### config.mk
export PLATFORM = sky130hd
export DESIGN_NAME = uart_tx
export DESIGN_NICKNAME = d
export VERILOG_FILES = /design/src/logic/uart_tx_pkg.sv /design/src/logic/uart_tx.sv
export SDC_FILE = /design/constraint.sdc
export NUM_CORES = 1
export LEC_CHECK = 0
export BUFFER_PORTS_ARGS = -buffer_cell sky130_fd_sc_hd__buf_2
export CAP_MARGIN = 20
export CORE_UTILIZATION = 35
export CTS_CLUSTER_SIZE = 14
export DETAILED_ROUTE_END_ITERATION = 16
export GPL_TIMING_DRIVEN = 0
export PLACE_DENSITY = 0.6
export SETUP_SLACK_MARGIN = 0.3
export SLEW_MARGIN = 20
export SYNTH_ARGS = -nofsm -noshare
export SYNTH_HDL_FRONTEND = slang
export SYNTH_SLANG_ARGS = --single-unit
export TNS_END_PERCENT = 50
### constraint.sdc
create_clock -name clk -period 4.9 [get_ports clk]
set_input_delay 1.47 -clock clk [delete_from_list [all_inputs] [get_ports clk]]
set_output_delay 1.47 -clock clk [all_outputs]
set_load 0.05 [all_outputs]
### src/logic/uart_tx_pkg.sv
`default_nettype none
package uart_tx_pkg;
	localparam logic [31:0] status_off  = 32'h0000_0000;
	localparam logic [31:0] control_off = 32'h0000_0004;
	localparam logic [31:0] format_off  = 32'h0000_0008;
	localparam logic [31:0] data_off    = 32'h0000_000c;
	localparam logic [31:0] divisor_off = 32'h0000_0010;
	// status fields
	localparam int st_rxc  = 7;
	localparam int st_txc  = 6;
	localparam int st_udre = 5;
	localparam int st_u2x  = 1;
	// control fields
	localparam int ct_txen = 3;
	localparam int ct_csz2 = 2;
	localparam int ct_tx_ninth_bit = 0;
	// format fields
	localparam int fm_sync = 6;
	localparam int fm_pm1  = 5;
	localparam int fm_pm0  = 4;
	localparam int fm_stop = 3;
	localparam int fm_csz1 = 2;
	localparam int fm_csz0 = 1;
	localparam int fm_pol  = 0;
	localparam logic [7:0]  format_rst  = 8'h06;
	localparam logic [11:0] divisor_rst = 12'h000;
	localparam logic [4:0]  div_normal  = 5'h10;
	localparam logic [4:0]  div_double  = 5'h08;
	localparam logic [4:0]  div_sync    = 5'h02;
	localparam logic [2:0]  csz_nine    = 3'h7;
	typedef enum logic [2:0] {
		st_idle   = 3'b000,
		st_start  = 3'b001,
		st_data   = 3'b010,
		st_parity = 3'b011,
		st_stop1  = 3'b100,
		st_stop2  = 3'b101
	} tx_state_e;
endpackage
`default_nettype wire

### src/logic/uart_tx.sv
// Register access over APB and the address map are this design's own decisions.
`default_nettype none
module uart_tx
	import uart_tx_pkg::*;
(
	// system
	input  wire logic        clk,
	input  wire logic        rst_n,
	// apb slave
	input  wire logic        psel,
	input  wire logic        penable,
	input  wire logic        pwrite,
	input  wire logic [31:0] paddr,
	input  wire logic [31:0] pwdata,
	output var  logic [31:0] prdata,
	output var  logic        pready,
	output var  logic        pslverr,
	// receive side status
	input  wire logic        rx_unread,
	// pins
	input  wire logic        serial_clock_pin,
	input  wire logic        port_out,
	output var  logic        serial_out_pin,
	output var  logic        serial_out_oe_n,
	output var  logic        tx_busy
);
	////////////////////////////////////////////////////////////////
	logic rst_m_q, rst_s_q;
	always_ff @(posedge clk or negedge rst_n) begin
		if (!rst_n) begin
			rst_m_q <= 1'b0;
			rst_s_q <= 1'b0;
		end else begin
			rst_m_q <= 1'b1;
			rst_s_q <= rst_m_q;
		end
	end
	logic xck_m_q, xck_s_q, xck_p_q, rxc_m_q, rxc_s_q;
	always_ff @(posedge clk or negedge rst_s_q) begin
		if (!rst_s_q) begin
			xck_m_q <= 1'b0;
			xck_s_q <= 1'b0;
			xck_p_q <= 1'b0;
			rxc_m_q <= 1'b0;
			rxc_s_q <= 1'b0;
		end else begin
			xck_m_q <= serial_clock_pin;
			xck_s_q <= xck_m_q;
			xck_p_q <= xck_s_q;
			rxc_m_q <= rx_unread;
			rxc_s_q <= rxc_m_q;
		end
	end
	////////////////////////////////////////////////////////////////
	logic [7:0]  format_q;
	logic [11:0] divisor_q;
	logic        txen_q, u2x_q, csz2_q, tx_ninth_bit_q;
	logic        buf_full_q, txc_q;
	logic [7:0]  buf_q;
	logic        acc, wr, rd;
	assign acc = psel & penable;
	assign wr  = acc & pwrite;
	assign rd  = acc & ~pwrite;
	logic hit;
	assign hit = (paddr == status_off) || (paddr == control_off) || (paddr == format_off)
		|| (paddr == data_off) || (paddr == divisor_off);
	logic data_wr;
	assign data_wr = wr && (paddr == data_off);
	logic load, frame_end;
	always_ff @(posedge clk or negedge rst_s_q) begin
		if (!rst_s_q) begin
			format_q  <= format_rst;
			divisor_q <= divisor_rst;
			txen_q    <= 1'b0;
			u2x_q     <= 1'b0;
			csz2_q    <= 1'b0;
			tx_ninth_bit_q    <= 1'b0;
		end else if (wr) begin
			if (paddr == format_off)
				format_q <= pwdata[7:0];
			if (paddr == divisor_off)
				divisor_q <= pwdata[11:0];
			if (paddr == status_off)
				u2x_q <= pwdata[st_u2x];
			if (paddr == control_off) begin
				txen_q <= pwdata[ct_txen];
				csz2_q <= pwdata[ct_csz2];
				tx_ninth_bit_q <= pwdata[ct_tx_ninth_bit];
			end
		end
	end
	always_ff @(posedge clk or negedge rst_s_q) begin
		if (!rst_s_q) begin
			buf_q      <= 8'h00;
			buf_full_q <= 1'b0;
		end else if (data_wr) begin
			buf_q      <= pwdata[7:0];
			buf_full_q <= 1'b1;
		end else if (load)
			buf_full_q <= 1'b0;
	end
	always_ff @(posedge clk or negedge rst_s_q) begin
		if (!rst_s_q)
			txc_q <= 1'b0;
		else if (frame_end && !buf_full_q && !data_wr)
			txc_q <= 1'b1;
		else if (wr && paddr == status_off && pwdata[st_txc])
			txc_q <= 1'b0;
	end
	always_ff @(posedge clk or negedge rst_s_q) begin
		if (!rst_s_q) begin
			prdata  <= 32'h0000_0000;
			pready  <= 1'b0;
			pslverr <= 1'b0;
		end else begin
			pready  <= psel & ~pready;
			pslverr <= psel & ~pready & ~hit;
			prdata  <= 32'h0000_0000;
			if (psel && !pready && !pwrite) begin
				unique case (paddr)
					status_off: prdata <= {24'h0, rxc_s_q, txc_q, ~buf_full_q,
						3'h0, u2x_q, 1'b0};
					control_off: prdata <= {28'h0, txen_q, csz2_q, 1'b0, tx_ninth_bit_q};
					format_off: prdata <= {24'h0, format_q};
					divisor_off: prdata <= {20'h0, divisor_q};
					default: prdata <= 32'h0000_0000;
				endcase
			end
		end
	end
	////////////////////////////////////////////////////////////////
	logic sync_mode;
	logic [2:0] csz;
	assign sync_mode = format_q[fm_sync];
	assign csz = {csz2_q, format_q[fm_csz1], format_q[fm_csz0]};
	logic [3:0] nbits;
	always_comb begin
		unique case (csz)
			3'h0: nbits = 4'd5;
			3'h1: nbits = 4'd6;
			3'h2: nbits = 4'd7;
			csz_nine: nbits = 4'd9;
			default: nbits = 4'd8;
		endcase
	end
	logic [11:0] baud_cnt_q;
	logic        baud_tick;
	logic        restart;
	assign baud_tick = (baud_cnt_q == 12'h000);
	// restart rate chain on idle load so the start bit is full length
	always_ff @(posedge clk or negedge rst_s_q) begin
		if (!rst_s_q)
			baud_cnt_q <= 12'h000;
		else if (baud_tick || restart || (wr && paddr == divisor_off))
			baud_cnt_q <= (wr && paddr == divisor_off) ? pwdata[11:0] : divisor_q;
		else
			baud_cnt_q <= baud_cnt_q - 12'h001;
	end
	logic [4:0] pre_q, pre_max;
	assign pre_max = sync_mode ? div_sync : (u2x_q ? div_double : div_normal);
	logic int_tick, ext_edge, bit_tick;
	assign int_tick = baud_tick && (pre_q == pre_max - 5'h01);
	always_ff @(posedge clk or negedge rst_s_q) begin
		if (!rst_s_q)
			pre_q <= 5'h00;
		else if (restart || int_tick || pre_q >= pre_max)
			pre_q <= 5'h00;
		else if (baud_tick)
			pre_q <= pre_q + 5'h01;
	end
	assign ext_edge = format_q[fm_pol] ? (xck_p_q & ~xck_s_q) : (~xck_p_q & xck_s_q);
	assign bit_tick = sync_mode ? ext_edge : int_tick;
	////////////////////////////////////////////////////////////////
	tx_state_e   state_q;
	logic [8:0]  sh_q;
	logic [3:0]  cnt_q;
	logic        par_q;
	logic        out_q;
	logic        pm_en;
	assign pm_en = format_q[fm_pm1];
	assign frame_end = bit_tick && ((state_q == st_stop1 && !format_q[fm_stop])
		|| state_q == st_stop2);
	assign load = buf_full_q && txen_q
		&& ((state_q == st_idle && (!sync_mode || bit_tick)) || frame_end);
	assign restart = load && (state_q == st_idle) && !sync_mode;
	logic [8:0] ld_word;
	always_comb begin
		ld_word = {tx_ninth_bit_q, buf_q};
		if (nbits < 4'd9)
			ld_word[8] = 1'b0;
		for (int i = 5; i < 8; i++)
			if (i >= int'(nbits))
				ld_word[i] = 1'b0;
	end
	always_ff @(posedge clk or negedge rst_s_q) begin
		if (!rst_s_q) begin
			state_q <= st_idle;
			sh_q    <= 9'h000;
			cnt_q   <= 4'h0;
			par_q   <= 1'b0;
			out_q   <= 1'b1;
		end else if (load && txen_q) begin
			state_q <= st_start;
			sh_q    <= ld_word;
			par_q   <= (^ld_word) ^ format_q[fm_pm0];
			cnt_q   <= 4'h0;
			out_q   <= 1'b0;
		end else if (bit_tick) begin
			unique case (state_q)
				st_idle: out_q <= 1'b1;
				st_start, st_data: begin
					if (state_q == st_data && cnt_q == nbits) begin
						state_q <= pm_en ? st_parity : st_stop1;
						out_q   <= pm_en ? par_q : 1'b1;
					end else begin
						state_q <= st_data;
						out_q   <= sh_q[0];
						sh_q    <= {1'b0, sh_q[8:1]};
						cnt_q   <= cnt_q + 4'h1;
					end
				end
				st_parity: begin
					state_q <= st_stop1;
					out_q   <= 1'b1;
				end
				st_stop1: begin
					state_q <= format_q[fm_stop] ? st_stop2 : st_idle;
					out_q   <= 1'b1;
				end
				st_stop2: begin
					state_q <= st_idle;
					out_q   <= 1'b1;
				end
				default: state_q <= st_idle;
			endcase
		end
	end
	// pin hands over only once idle with the buffer empty after disable
	logic own_q;
	always_ff @(posedge clk or negedge rst_s_q) begin
		if (!rst_s_q) begin
			own_q           <= 1'b0;
			serial_out_pin  <= 1'b1;
			serial_out_oe_n <= 1'b1;
			tx_busy         <= 1'b0;
		end else begin
			own_q           <= txen_q | (state_q != st_idle) | buf_full_q;
			serial_out_pin  <= own_q ? out_q : port_out;
			serial_out_oe_n <= 1'b0;
			tx_busy         <= state_q != st_idle;
		end
	end
	////////////////////////////////////////////////////////////////
	chk_parity_value: assert property (@(posedge clk) disable iff (!rst_s_q)
		(load && txen_q) |=> par_q == ((^$past(ld_word)) ^ $past(format_q[fm_pm0])))
		else $error("parity bit wrong");
	chk_start_low: assert property (@(posedge clk) disable iff (!rst_s_q)
		(load && txen_q) |=> (state_q == st_start && !out_q))
		else $error("start bit not low");
	chk_idle_high: assert property (@(posedge clk) disable iff (!rst_s_q)
		(state_q == st_idle && bit_tick && !load) |=> out_q)
		else $error("idle line not high");
	chk_write_fills: assert property (@(posedge clk) disable iff (!rst_s_q)
		data_wr |=> buf_full_q)
		else $error("write did not fill buffer");
	chk_load_idle: assert property (@(posedge clk) disable iff (!rst_s_q)
		(buf_full_q && txen_q && state_q == st_idle && (!sync_mode || bit_tick) && !data_wr)
		|=> !buf_full_q)
		else $error("idle shifter not loaded");
	chk_txc_set: assert property (@(posedge clk) disable iff (!rst_s_q)
		(frame_end && !buf_full_q && !data_wr) |=> txc_q)
		else $error("complete flag not set");
	chk_parity_slot: assert property (@(posedge clk) disable iff (!rst_s_q)
		(state_q == st_parity) |-> out_q == par_q)
		else $error("parity slot wrong");
	chk_pin_owner: assert property (@(posedge clk) disable iff (!rst_s_q)
		own_q |=> serial_out_pin == $past(out_q))
		else $error("pin not driven by transmitter");
	chk_pready_pulse: assert property (@(posedge clk) disable iff (!rst_s_q)
		pready |=> !pready)
		else $error("ready longer than one cycle");
	chk_slverr_pair: assert property (@(posedge clk) disable iff (!rst_s_q)
		pslverr |-> pready)
		else $error("error without ready");
	chk_busy_state: assert property (@(posedge clk) disable iff (!rst_s_q)
		1'b1 |=> tx_busy == $past(state_q != st_idle))
		else $error("busy flag wrong");
	chk_idle_disabled: assert property (@(posedge clk) disable iff (!rst_s_q)
		(state_q == st_idle && !txen_q) |=> state_q == st_idle)
		else $error("frame started while disabled");
	chk_buf_hold: assert property (@(posedge clk) disable iff (!rst_s_q)
		(buf_full_q && !txen_q) |=> buf_full_q)
		else $error("buffer lost while disabled");
	chk_stop_high: assert property (@(posedge clk) disable iff (!rst_s_q)
		(state_q == st_stop1 || state_q == st_stop2) |-> out_q)
		else $error("stop bit not high");
	chk_data_count: assert property (@(posedge clk) disable iff (!rst_s_q)
		(state_q == st_data) |-> cnt_q <= nbits)
		else $error("too many data bits");
	chk_ninth_cap: assert property (@(posedge clk) disable iff (!rst_s_q)
		(load && nbits == 4'd9) |=> sh_q[8] == $past(tx_ninth_bit_q))
		else $error("ninth bit not captured");
	chk_upper_mask: assert property (@(posedge clk) disable iff (!rst_s_q)
		(load && nbits < 4'd8) |=> sh_q[8:7] == 2'h0)
		else $error("upper bits not masked");
	chk_txc_hold: assert property (@(posedge clk) disable iff (!rst_s_q)
		(txc_q && !(wr && paddr == status_off && pwdata[st_txc])) |=> txc_q)
		else $error("complete flag dropped");
	chk_oe_driving: assert property (@(posedge clk) disable iff (!rst_s_q)
		1'b1 |=> !serial_out_oe_n)
		else $error("pin not driven");
	cov_frame: cover property (@(posedge clk) disable iff (!rst_s_q) frame_end);
	cov_b2b: cover property (@(posedge clk) disable iff (!rst_s_q) frame_end && load);
	cov_parity: cover property (@(posedge clk) disable iff (!rst_s_q) state_q == st_parity);
	cov_sync: cover property (@(posedge clk) disable iff (!rst_s_q) sync_mode && frame_end);
	cov_nine: cover property (@(posedge clk) disable iff (!rst_s_q) load && nbits == 4'd9);
endmodule
`default_nettype wire

==> key figures <==
Yosys
  – Netlist Area Pre-Place: 0.004716 mm2
  – Number of flops mapped to enable cells by yosys: 0
  – Post-synthesis sequential area ratio: 50.01%
  – FFs w/ async S/R, synth: 100.0%
  – Yosys synthesis warning count: 0
  – Main area contributors after synthesis: dfrtp_1 (47%), mux2_2 (5.7%), nand2_1 (5.5%)
  – FF+latch count, synth: 94
  – Most common flop cell mapped by yosys: dfrtp_1
  – Avg Cell Area, Syn: 10.14 um2
  – Mapped Cells: 465
  – Post-synth top area share: a little under half
  – Yosys cell types: 56
  – Cell taking the most area after synthesis: dfrtp_1

Power and ir drop
  – Sw Share: 21.75%
  – Total power per unit cell area: 298.8 mW/mm2
  – Lkg Pwr: 2.770 nW
  – Logic pwr share: 5.7%
  – Power Internal: 1.340 mW
  – Maximum vdd ir drop: ~0.16 mV
  – Flop pwr share: 46.1%
  – NetSw: 0.3725 mW
  – PnR Total Power: approximately 1.7 mW
  – Clock network fraction of design power: between 40% and 50%

Hold path
  – Worst Hold Class: flip-flop to flip-flop

Die
  – Die Ht: 118.1 um
  – Total die area: 0.01394 mm2
  – Core area: 0.01319 mm2
  – Core Rows: 42
  – Starting Density: 35.75%
  – Die W: roughly 120 um
  – # IOs: between 100 and 150

Critical path
  – CP endpoint kind: flip-flop
  – CP required: 5120 ps
  – Crit path DAT: just under 4000 ps
  – WS Path Type: input pin to flip-flop
  – Worst Path Max Fanout: 8
  – Startpoint class of the critical path: input pin

Timing
  – Worst slew margin: 45.38%
  – Setup WS post-layout: 1244 ps
  – Period utilization: 74.62%
  – Endpoints failing hold: 0
  – Final Max Slew Viols: 0
  – Clock Skew: 5.168 ps
  – RSZ-0062 raised after global routing: false
  – Minimum clock period: 3656 ps
  – Fmax: 273.5 MHz
  – Tightest Pin Transition: 811.8 ps
  – Final-report setup violation count: 0
  – Setup TNS: 0 ps

Placement
  – Dpl ws: 912.9 ps
  – Inst Count DP: 729
  – Placed wire-length estimate: 7.989 mm
  – RePlAce Congestion: approximately 0.86
  – Port Buf Inserts: 67

Routing
  – Drt wl/cell: approximately 15 um
  – Starting DRT DRC Count: 137
  – Routed Wire Length: 10.95 mm
  – Via Count: between 3000 and 4000
  – Antenna viol nets, final: 0
  – Post-route DRC: 0
  – Vias per inst: 5.055
  – Drt pass-1 iters: 4

Clock network
  – Post CTS Setup Buffer Count: 0
  – CTS Buf Count: 9
  – CTS tree: built
  – Cts repair resizes: 0
  – Clock transition at the registers of the reported paths: ~70 ps
  – CTS Sinks: 94
  – H-tree depth: 3
  – Worst-case clock buffer depth: 2
  – Worst-Skew Late Latency: around 340 ps
  – Clock root cell: clkbuf_16
  – CTS Hold Buffers Added: 0

Global route
  – Global-route wire length before repair: 17.97 mm
  – Vias in the first global route: roughly 3600
  – Grt ovf: 0
  – Pin count of the biggest net entering global routing: 52
  – Tot GR Track Use: 16.47%
  – Initial antenna violation count: 0

Flow run
  – Max Cap Viol: 0

Cells and area
  – Fraction of layout cells with a size suffix above 1: 26.71%
  – Fill cells: 1253
  – Area delta synth->final: 21.57%
  – # diodes: 0
  – Post-Layout Cell Count: 745
  – Nets: 643

Outcome
  – Status: finished clean
-- kinds of logic after synthesis --
| kind of cell | after synthesis | synth area share (%) |
|---|---|---|
| buffers and inverters | 50 | 5.784 |
| other | 2 | 0.1593 |
| adder cells (fa/ha/maj) | 7 | 1.857 |
| multiplexers | 31 | 7.217 |
| XOR/XNOR | 24 | 4.458 |
| AND/OR/NAND/NOR | 178 | 18.71 |
| AO/OA/AOI/OAI | 79 | 11.81 |
| flip-flops | 94 | 50.01 |
-- through the flow --
stage	utilization, %	hold WS (ps)	instance area [um2]
6_report	43.46	351.5	5733
5_1_grt	43.46	364.5	5733
4_1_cts	43.42	354.4	5727
3_5_place_dp	40.71	339.6	5370
3_3_place_gp	40.53	334.6	5346
2_1_floorplan	-	331.2	4791
-- Yosys cell counts (6+ instances only) --
cell	n
dfrtp_1	89
ha_1	7
a21oi_1	10
nand2b_1	6
xor2_1	9
and3_1	8
a221o_1	6
xnor2_1	15
inv_1	9
nor3_1	8
nor3b_1	7
nand4_1	8
buf_4	21
clkbuf_1	15
nor4_1	11
nor2_1	33
mux2i_1	7
mux2_2	24
o21ai_0	28
nand2_1	69
-- per-layer routing --
layer | GRT usage, % | vias to the layer above | wire length [um]
li1 | - | 1804 | -
met1 | 22.32 | 1819 | 5163
met2 | 26.18 | 127 | 5088
met3 | 2.859 | 16 | 504
met4 | 6.410 | 0 | 195
met5 | 0 | - | 0
-- flip-flops by register name (all words and copies together) (netlist names), 3 cells and up --
signal / cells
prdata: 12
pre_q: 5
baud_cnt_q: 12
buf_q: 8
cnt_q: 4
state_q: 3
divisor_q: 12
format_q: 8
sh_q: 9
-- placed cells by master (no fill, tap or decap), types with 8 or more instances in the layout --
cell type / instances
a21oi_1: 10
and3_1: 8
buf_2: 72
buf_4: 21
clkbuf_1: 15
clkbuf_16: 9
conb_1: 22
dfrtp_1: 88
inv_1: 9
mux2_2: 24
nand2_1: 69
nand4_1: 8
nor2_1: 33
nor3_1: 8
nor4_1: 10
o21ai_0: 28
xnor2_1: 15
xor2_1: 9
-- power groups by stage --
stage               sequential, mW  clock [mW]  combinational (mW)
floorplan                    0.813           0              0.0540
global placement             0.812           0              0.0879
detailed placement           0.806           0              0.0973
CTS                          0.791       0.842              0.0974
global route                 0.792       0.874               0.104
finish                       0.790       0.825              0.0969
-- worst max-delay path, stage by stage --
cell,delay [ps]
buf_2,100
nor4_1,330
nand4_1,210
nor2_1,330
nor4bb_1,640
and2_1,210
buf_2,230
mux2_2,360
-- worst paths after layout --
kind / cells after the start / slack [ps] / endpoint / start
max reg2reg: 9 / 1990 / sh_q[5] / pre_q[1]
max: 8 / 1240 / format_q[4] / paddr[25]
min: 0 / 350 / xck_s_q / xck_m_q
min in group asynchronous: 0 / 380 / sh_q[3] / rst_s_q
min reg2reg: 0 / 350 / xck_s_q / xck_m_q
max in group asynchronous: 1 / 3810 / format_q[1] / rst_s_q
-- final cells by class --
cell class	count	area (um2)	share of cell area, %
flip-flops and latches	94	2362	41.20
multi-input cells	341	2166	37.78
repair buffers	68	355.3	6.198
clock buffers	11	252.7	4.409
plain buffers	41	239.0	4.168
well taps	176	220.2	3.841
clock inverters	5	103.9	1.811
inverters	9	33.78	0.5893
(Power assumes the default switching activity.)
